[src/rtl/scsi_pkg.sv]
package scsi_pkg;
   // ----------------------------------------------------------------
   // Modes and formats
   // ----------------------------------------------------------------
   typedef enum logic [1:0] {SCSI_FMT_STEP_DIR, SCSI_FMT_QUAD, SCSI_FMT_CW_CCW} scsi_fmt_t;
   typedef enum logic [1:0] {SCSI_MODE_POS, SCSI_MODE_SPEED, SCSI_MODE_TORQUE} scsi_mode_t;
   typedef enum logic [1:0] {SCSI_ST_DISABLED, SCSI_ST_RUN} scsi_state_t;

   // ----------------------------------------------------------------
   // Widths and timing
   // ----------------------------------------------------------------
   localparam int          SCSI_POS_W       = 32;
   localparam int          SCSI_ENC_W       = 16;
   localparam int          SCSI_GEAR_W      = 16;
   localparam int          SCSI_ANA_W       = 16;
   localparam int          SCSI_FAULT_N     = 5;
   localparam int          SCSI_CLK_HZ      = 40_000_000;
   localparam int          SCSI_MAX_PULSE_HZ = 500_000;
   localparam int          SCSI_PULSE_CYC   = SCSI_CLK_HZ / SCSI_MAX_PULSE_HZ;
   localparam logic [SCSI_ENC_W-1:0] SCSI_ZERO_ANGLE = 16'h0000;
   localparam logic [SCSI_POS_W-1:0] SCSI_POS_RST    = 32'h0000_0000;
   localparam logic [SCSI_ANA_W-1:0] SCSI_ANA_RST    = 16'h0000;
   localparam logic [1:0]  SCSI_SYNC_RST    = 2'h0;
endpackage

[src/rtl/scsi_step_if.sv]
`timescale 1ns/1ps
`default_nettype none
interface scsi_step_if;
   logic step;
   logic dir_fwd;
   modport src (output step, output dir_fwd);
   modport dst (input step, input dir_fwd);
endinterface
`default_nettype wire

[src/rtl/scsi_pulse_decode.sv]
`timescale 1ns/1ps
`default_nettype none
// Decodes synchronised reference lines into step events: one per edge in quadrature, one per rising edge of A in step/dir, one per lone rising edge in CW/CCW
module scsi_pulse_decode
(
   input  wire logic            mclk,
   input  wire logic            rst,
   input  wire logic            flush,
   input  wire scsi_pkg::scsi_fmt_t fmt,
   input  wire logic            line_a,
   input  wire logic            line_b,
   scsi_step_if.src             st
);
   typedef struct packed {
      logic [1:0] sa;
      logic [1:0] sb;
      logic       a_q;
      logic       b_q;
      logic       step_q;
      logic       fwd_q;
   } scsi_dec_t;

   scsi_dec_t s_q, s_d;
   logic      a, b, ra, rb, ea, eb;

   always_comb
   begin
      s_d        = s_q;
      // Second stage only feeds decode logic
      s_d.sa     = {s_q.sa[0], line_a};
      s_d.sb     = {s_q.sb[0], line_b};
      a          = s_q.sa[1];
      b          = s_q.sb[1];
      s_d.a_q    = a;
      s_d.b_q    = b;
      ra         = a & ~s_q.a_q;
      rb         = b & ~s_q.b_q;
      ea         = a ^ s_q.a_q;
      eb         = b ^ s_q.b_q;
      s_d.step_q = 1'b0;
      unique case (fmt)
         scsi_pkg::SCSI_FMT_STEP_DIR:
         begin
            s_d.step_q = ra;
            s_d.fwd_q  = b;
         end
         scsi_pkg::SCSI_FMT_QUAD:
         begin
            // Four counts per cycle; A leading B is forward
            s_d.step_q = ea | eb;
            s_d.fwd_q  = ea ? (a ^ b) : ~(a ^ b);
         end
         scsi_pkg::SCSI_FMT_CW_CCW:
         begin
            s_d.step_q = ra ^ rb;
            s_d.fwd_q  = ra;
         end
         default:
         begin
            s_d.step_q = 1'b0;
         end
      endcase
      if (flush)
         s_d.step_q = 1'b0;
   end

   always_ff @(posedge mclk)
   begin
      if (rst)
         s_q <= '0;
      else
         s_q <= s_d;
   end

   assign st.step    = s_q.step_q;
   assign st.dir_fwd = s_q.fwd_q;
endmodule
`default_nettype wire

[src/rtl/scsi_servo_io.sv]
`timescale 1ns/1ps
`default_nettype none
module scsi_servo_io
#(
   parameter int POS_W  = scsi_pkg::SCSI_POS_W,
   parameter int ENC_W  = scsi_pkg::SCSI_ENC_W,
   parameter int GEAR_W = scsi_pkg::SCSI_GEAR_W,
   parameter int ANA_W  = scsi_pkg::SCSI_ANA_W
)
(
   input  wire logic                       mclk,
   input  wire logic                       rst,
   input  wire logic                       drive_disable_in,
   input  wire logic                       forward_pulse_line,
   input  wire logic                       reverse_pulse_line,
   input  wire scsi_pkg::scsi_fmt_t        pulse_format,
   input  wire scsi_pkg::scsi_mode_t       servo_mode,
   input  wire logic [GEAR_W-1:0]          gear_ratio_setting,
   input  wire logic [POS_W-1:0]           in_position_window,
   input  wire logic signed [ANA_W-1:0]    analog_cmd_in,
   input  wire logic [ENC_W-1:0]           encoder_angle,
   input  wire logic signed [POS_W-1:0]    actual_position,
   input  wire logic [scsi_pkg::SCSI_FAULT_N-1:0] fault_sources,
   output logic                            phase_drive_en,
   output logic signed [POS_W-1:0]         position_cmd,
   output logic signed [POS_W-1:0]         position_error,
   output logic signed [ANA_W-1:0]         analog_ref,
   output logic                            analog_ref_valid,
   output logic                            zero_index_out,
   output logic                            zero_index_oe,
   output logic                            in_position_out,
   output logic                            in_position_oe,
   output logic                            fault_out,
   output logic                            fault_oe
);
   // ----------------------------------------------------------------
   // State
   // ----------------------------------------------------------------
   typedef struct packed {
      logic [1:0]                   dis_sync;
      scsi_pkg::scsi_state_t        st;
      logic signed [POS_W-1:0]      cmd;
      logic signed [POS_W-1:0]      err;
      logic signed [ANA_W-1:0]      ana;
      logic                         ana_v;
      logic                         zero;
      logic                         inpos;
      logic                         fault;
   } scsi_top_t;

   scsi_top_t   s_q, s_d;
   scsi_step_if stp ();
   logic        disabled;
   logic [POS_W-1:0] err_abs;
   logic signed [POS_W-1:0] gear_step;

   scsi_pulse_decode u_dec
   (
      .mclk   (mclk),
      .rst    (rst),
      .flush  (disabled),
      .fmt    (pulse_format),
      .line_a (forward_pulse_line),
      .line_b (reverse_pulse_line),
      .st     (stp)
   );

   // ----------------------------------------------------------------
   // Next state
   // ----------------------------------------------------------------
   always_comb
   begin
      s_d          = s_q;
      s_d.dis_sync = {s_q.dis_sync[0], drive_disable_in};
      disabled     = s_q.dis_sync[1];
      gear_step    = POS_W'(signed'({1'b0, gear_ratio_setting}));
      err_abs      = s_q.err[POS_W-1] ? POS_W'(-s_q.err) : POS_W'(s_q.err);
      unique case (s_q.st)
         scsi_pkg::SCSI_ST_DISABLED:
         begin
            // Command tracks the shaft so enabling does not lurch
            s_d.cmd   = actual_position;
            s_d.err   = scsi_pkg::SCSI_POS_RST;
            s_d.ana   = scsi_pkg::SCSI_ANA_RST;
            s_d.ana_v = 1'b0;
            if (!disabled)
               s_d.st = scsi_pkg::SCSI_ST_RUN;
         end
         scsi_pkg::SCSI_ST_RUN:
         begin
            if (servo_mode == scsi_pkg::SCSI_MODE_POS && stp.step)
               s_d.cmd = stp.dir_fwd ? s_q.cmd + gear_step : s_q.cmd - gear_step;
            s_d.err   = s_d.cmd - actual_position;
            s_d.ana_v = servo_mode != scsi_pkg::SCSI_MODE_POS;
            s_d.ana   = s_d.ana_v ? analog_cmd_in : scsi_pkg::SCSI_ANA_RST;
            if (disabled)
            begin
               s_d.st    = scsi_pkg::SCSI_ST_DISABLED;
               s_d.err   = scsi_pkg::SCSI_POS_RST;
               s_d.ana   = scsi_pkg::SCSI_ANA_RST;
               s_d.ana_v = 1'b0;
            end
         end
      endcase
      s_d.zero  = encoder_angle == scsi_pkg::SCSI_ZERO_ANGLE;
      s_d.inpos = err_abs <= in_position_window;
      s_d.fault = |fault_sources;
   end

   always_ff @(posedge mclk)
   begin
      if (rst)
      begin
         s_q          <= '0;
         s_q.dis_sync <= scsi_pkg::SCSI_SYNC_RST;
         s_q.st       <= scsi_pkg::SCSI_ST_DISABLED;
      end
      else
         s_q <= s_d;
   end

   // ----------------------------------------------------------------
   // Outputs; open collector pulls low when enable is high
   // ----------------------------------------------------------------
   assign phase_drive_en   = s_q.st == scsi_pkg::SCSI_ST_RUN && !disabled;
   assign position_cmd     = s_q.cmd;
   assign position_error   = s_q.err;
   assign analog_ref       = s_q.ana;
   assign analog_ref_valid = s_q.ana_v;
   assign zero_index_out   = 1'b0;
   assign zero_index_oe    = s_q.zero;
   assign in_position_out  = 1'b0;
   assign in_position_oe   = !s_q.inpos;
   assign fault_out        = 1'b0;
   assign fault_oe         = s_q.fault;
endmodule
`default_nettype wire

[config.mk]
export PLATFORM = sky130hd
export DESIGN_NAME = scsi_servo_io
export DESIGN_NICKNAME = d
export VERILOG_FILES = /design/src/rtl/scsi_pkg.sv /design/src/rtl/scsi_step_if.sv /design/src/rtl/scsi_pulse_decode.sv /design/src/rtl/scsi_servo_io.sv
export SDC_FILE = /design/constraint.sdc
export NUM_CORES = 1
export LEC_CHECK = 0
export BUFFER_PORTS_ARGS = -buffer_cell sky130_fd_sc_hd__buf_2
export CAP_MARGIN = 0
export CORE_AREA = 2 2 118 148
export DETAILED_ROUTE_END_ITERATION = 16
export DIE_AREA = 0 0 120 150
export PLACE_DENSITY = 0.8
export SLEW_MARGIN = 20
export SYNTH_ARGS = -nofsm -noshare
export SYNTH_HDL_FRONTEND = slang
export SYNTH_SLANG_ARGS = --single-unit
[constraint.sdc]
create_clock -name mclk -period 7.35 [get_ports mclk]
set_input_delay 0 -clock mclk [delete_from_list [all_inputs] [get_ports mclk]]
set_output_delay 0 -clock mclk [all_outputs]
set_load 0.005 [all_outputs]
After elaboration in Yosys (flattened, before gate mapping). Cells that the tools add are included.

Flip-flop bits (word level): 96. Bits in latches: 0. RAM bits: 0. Memory bits (read-only): 0. Input port bits: 126. Output and inout bits: 88. Word-level logic and storage cells: 60. Memories: 0.

$add $sub $neg: 4. Multiply operators: 0. Divide/modulo/power cells: 0. Order comparisons: 1. Equality and inequality tests: 5. Shift operators: 0. Multiplexer cells: 12. Bitwise logic cells: 10. Reduce and logical (&&, ||, !) cells: 13.

Operators by type and width (number): $pmux 83 s2 (1); $mux 32 (4); $mux 49 (1); $add 32x17->32 (1); $le 32x32->1 (1); $neg 32->32 (1); $sub 32x17->32 (1); $sub 32x32->32 (1); $logic_not 16->1 (1); $mux 16 (1); $logic_not 2->1 (3); $pmux 1 s3 (2); $reduce_or 5->1 (1); $eq 2x1->1 const B (2); $mux 2 (2); $ne 2x2->1 const B (2); $xor 1x1->1 (4); $not 1->1 (3); $reduce_bool 3->1 (1); $and 1x1->1 (2); $eq 2x2->1 const B (1); $logic_and 1x1->1 (2); $logic_not 1->1 (2); $reduce_and 2->1 (1); other kinds (4) (4).

Logic depth before layout (Yosys ltp).
Depth in word-level cells: 7. Mapped depth: 28. Mapped depth without buffers: 27.

Modules after synthesis. Synthesis repeated with hierarchy kept, for this count alone.

Cells, all modules: 1202. Area total of the unflattened synthesis: 9185.1 sq um.

Modules (own cells, without submodules): scsi_servo_io (times used 1, cells each 1165, area an instance 8795.9 sq um, seq. area each 1741.7 sq um); scsi_pulse_decode (times used 1, cells each 37, area an instance 389.1 sq um, seq. area each 160.2 sq um).

Worst setup path before layout. Ideal clock, no wire load.

Path type: input to register. Start: input port gear_ratio_setting[4]. End: register s_q (netlist bit position_error[31]). Library setup time: 65 ps. Arrival: 5264 ps. Data required time: 7285 ps. Path slack: 2021 ps. Stages: 28. Buffers on the path: 1. Path through: or3_1 > nor4_1 > and3_1 > clkbuf_1 > nor3b_1 > ha_1 > mux2_2 > ha_1 > a21o_1 > a21oi_1 > o22ai_1 > nor2_1 > a21boi_0 > o21a_1 > nor2_1 > xnor2_1 > mux2_2 > ha_1 > nand3_1 > nor2_1 > and2_1 > nand3_1 > a211o_1 > a21oi_1 > a211o_1 > o31ai_1 > xor3_1 > nor2_1.

Longest elaborated chain between the ends: 7. Elaborated cells between the ends (all ways): 8. Those cells by class: 3 x add/sub; 5 x mux.

Ends and longest elaborated chain: start: declaration (line scsi_servo_io.sv:18) `input wire logic [GEAR_W-1:0] gear_ratio_setting,`; $sub 32x17->32 or $add 32x17->32 (tied branches) (line scsi_servo_io.sv:92) `s_d.cmd = stp.dir_fwd ? s_q.cmd + gear_step : s_q.cmd - gear_step;`; $mux 32 (*) (line scsi_servo_io.sv:92); $mux 32 (*) (line scsi_servo_io.sv:91) `if (servo_mode == scsi_pkg::SCSI_MODE_POS && stp.step)`; $mux 32 (*) (line scsi_servo_io.sv:78) `unique case (s_q.st)`; $sub 32x32->32 (*) (line scsi_servo_io.sv:93) `s_d.err = s_d.cmd - actual_position;`; $mux 49 (*) (line scsi_servo_io.sv:96) `if (disabled)`; $pmux 83 s2 (*) (line scsi_servo_io.sv:78); end: declaration (line scsi_servo_io.sv:51) `scsi_top_t s_q, s_d;`.

Mark *: on every way between the ends. The rest lies on a longest branch, timed or not. The select of a mux whose other input is x is not followed. A chain may end at the register's enable or synchronous reset.

Worst setup path in the final report. Ends and elaborated chain as after synthesis.

==> results by stage <==
Setup path:
- Data on the critical path arrives at its endpoint at 6.08 ns.
- The critical-path cell with the highest stage delay is sky130_fd_sc_hd__nor4_1.
- On the worst path, the slowest cell contributes a delay of 0.54 ns.
- The category of the most critical setup path is in2reg.
- Of all nets on the critical path, the largest fanout is 9.
- The worst setup path is captured at a flop.
- The worst setup path is launched from an input port.
- The endpoint required time on the critical path is 7.57 ns.

Yosys:
- The cell taking the most area after synthesis is sky130_fd_sc_hd__dfxtp_1.
- Among all flip-flop cells after synthesis, the most frequent one is sky130_fd_sc_hd__dfxtp_1.
- Sequential elements use 21.2% of the synthesized area.
- The number of cells produced by synthesis is 1177.
- Sorting the synthesized cells by area gives the leading types as sky130_fd_sc_hd__dfxtp_1 (21%), sky130_fd_sc_hd__ha_1 (15%), sky130_fd_sc_hd__buf_4 (6.9%).
- Counting instances in the post-synthesis netlist gives the leading cell types as sky130_fd_sc_hd__nor2_1 (111), sky130_fd_sc_hd__ha_1 (104), sky130_fd_sc_hd__nand2_1 (97).
- The mean instance size in the synthesized netlist is 7.62 sq um.
- The flop and latch count out of synthesis is 95.
- The count of flip-flops with a built-in enable after synthesis is 0.
- The share of flip-flops with an asynchronous set or reset is 0%.
- The number of distinct library cell variants in the gate-level netlist after synthesis is 63.
- Yosys printed 0 warnings.
- The cell with the most instances after synthesis is sky130_fd_sc_hd__nor2_1.
- The cell area that synthesis handed to floorplanning was 8970 sq um.
- The area share of the leading cell type in the synthesized netlist is 21.2%.

Detailed routing:
- The initial detailed-routing violation count is 558.
- The number of antenna-violating nets in the routed design is 0.
- The detailed-route vias per instance is 5.45.
- The routed wire length is 23200 um.
- The number of detailed-route iterations in the first pass is 5.
- The number of remaining DRC errors is 0.
- For this block, the via count after detailed routing is 8494.
- The wire length per cell after detailed routing is 14.9 um.

Floorplan:
- The top-level I/O count is 214.
- In this run the core area contains 53 standard-cell rows.
- After floorplanning, the core was sized to cover 16600 sq um.
- The height of the die is 150 um.
- The total die area is 18000 sq um.
- The die is 120 um wide.
- For this configuration, the core starts out at a cell density of 53.9%.

Global route:
- The number of global-route vias before repair is 7796.
- The total overflow left after global routing is 0.
- The pin count of the biggest net entering global routing is 45.
- Global routing used 24.7% of the available tracks across all layers.
- The first global-routing pass estimated 36300 um of wire.
- The number of antenna violations at the first check in global routing came to 0.

STA:
- Setup repair after global routing left no endpoint under its margin.
- The setup slack after layout is 1.50 ns.
- The total of endpoints with negative setup slack in the final report is 0.
- The smallest clock period supported by the final layout is computed as 5.85 ns.
- Timing would allow up to 0.171 GHz.
- The final hold violation count is 0.
- The clock skew after layout is 0.0154 ns.
- The final-layout setup total negative slack is 0 ns.
- The max-slew headroom at the worst pin is 38.6%.
- The number of max-slew violations in the final report was 0.
- The slew of the pin with the lowest slew margin is 0.915 ns.
- The final clock period utilization by the worst path is 79.6%.

Finish:
- Cells fill 62.2% of the core in the end.
- The synthesis-to-finish area growth is 15.3%.
- The proportion of layout cells with a drive suffix above 1 is 18.5%.
- The repair_antennas step left the layout with diodes totalling 0.
- Counting the fill cells in the layout gives 1477.
- With fillers left out, the area of the finished cells amounts to 10300 sq um.
- After the last flow step, the layout net total stands at 1566.

CTS:
- The total setup buffers inserted after CTS is 0.
- The number of gates given a new drive strength after cts is 0.
- Counting every sink on the clock net gives 95.
- Counting the buffers created by CTS gives 9.
- The number of buffers inserted for hold repair after clock tree synthesis is 48.
- The clock-pin slew on the worst setup and hold paths is 0.07 ns.
- The level count of the clock H-tree is 3.
- The clock passes through at most 2 buffers.
- The master cell of the clock root buffer is sky130_fd_sc_hd__clkbuf_16.
- The clock tree from TritonCTS is done.
- The clock latency on the worst-skew pair is 0.34 ns.

Run status:
- The flow ran to the end, and the final reports show no timing, DRC or antenna violations.

Placement:
- Prior to clock tree synthesis, the placed netlist has a worst setup slack of 1.20 ns.
- At the end of routability-driven placement, the weighted congestion stood at 0.889.
- The instance area at placement is 9590 sq um.
- Summed over all nets, the half-perimeter wirelength after detailed placement is 18000 um.
- In this run the tool buffered the top-level ports with 210 buffer cells.

Power and ir drop:
- The analysis attributes to cell leakage a power of 5.24 nW.
- The completed layout was analyzed and its total power is 2.73 mW.
- VDD sags by at most 0.000129 V.
- The power per cell area is 264 nW/um^2.

Hold path:
- The path class of the tightest hold or removal check is in2reg.

Run:
- The total of max-cap violations is 0.
through the flow:
step / std cells / hold slack (ns)
3_3_place_gp: 1495 / 0.173
5_1_grt: 1559 / 0.0206
2_1_floorplan: 1179 / 0.0762
4_1_cts: 1559 / 0.00574
3_5_place_dp: 1495 / 0.178
6_report: 1559 / 0.0245
metal layers:
layer / track usage, % / vias up / routed length [um] / part of all wire [%]
met2: 44.4 / 307 / 11300 / 49
met1: 30.0 / 3823 / 9900 / 43
met5: 0 / - / 0 / 0
met3: 2.97 / 50 / 1280 / 5.5
li1: - / 4314 / - / -
met4: 8.88 / 0 / 677 / 2.9
where the power goes:
| part | switching (mW) | internal, mW |
|---|---|---|
| clock | 0.205 | 0.232 |
| combinational | 0.876 | 0.723 |
| sequential | 0.0935 | 0.605 |
| total | 1.18 | 1.56 |
layout by cell type, fill, tap and decap left out, drive strengths merged, types with 9 or more instances in the layout:
cell type / count
or3: 12
nor3: 20
mux2i: 10
nor2b: 20
buf: 217
o21bai: 10
nand4: 16
o21ai: 64
nand2: 97
a21oi: 81
dfxtp: 95
and2: 20
a311oi: 11
ha: 104
xnor2: 63
a21o: 28
nor4: 10
nand2b: 16
nor2: 111
inv: 95
clkbuf: 10
a31oi: 18
a211oi: 14
o31ai: 14
dlygate4sd3: 48
o21a: 9
xor2: 29
nand3: 17
path summary, 6_finish.rpt:
kind / slack (ns) / to / from / depth (start not counted)
setup reg to reg: 1.60 / position_error[31] / u_dec.st.dir_fwd / 24
setup / recovery: 1.50 / position_error[31] / gear_ratio_setting[4] / 27
hold reg to reg: 0.45 / u_dec.b / u_dec.s_d[5] / 1
hold / removal: 0.02 / position_cmd[3] / actual_position[3] / 4
worst max-delay path, delay by kind of cell:
family / cells / cell delay, ns
and+or+nand+nor: 13 / 2.69
AOI/OAI and AO/OA: 6 / 1.38
adders and majority gates: 3 / 1.02
muxes: 2 / 0.56
xor gates and xnor gates: 2 / 0.31
buffers and inverters: 1 / 0.11
cell type report:
class	count	area [sq um]	share of cell area, %
clock buffer	10	229	2.21
sequential	95	1900	18.4
multi-input combinational	868	5950	57.5
timing repair buffer	265	1580	15.3
inverter	95	357	3.45
clock inverter	6	46.3	0.447
tap	220	275	2.66
flip-flops by register name (all words and copies together), names as in the netlist, 2 cells and up:
register,cells
position_error,32
u_dec.s_d,2
u_dec.s_q,2
s_q,2
analog_ref,16
position_cmd,32
kinds of logic (layout without fill, tap and decap cells):
logic type | Yosys count | in the layout | synth area share, %
AOI/OAI and AO/OA | 290 | 290 | 20.8
and+or+nand+nor | 358 | 358 | 19.1
buffers and inverters | 216 | 376 | 12.5
DFF | 95 | 95 | 21.2
other | 1 | 3 | 0.0418
muxes | 18 | 18 | 2.12
adders and majority gates | 106 | 106 | 15.0
xor gates and xnor gates | 93 | 93 | 9.25
No activity file was read; power rests on OpenSTA's default activity.
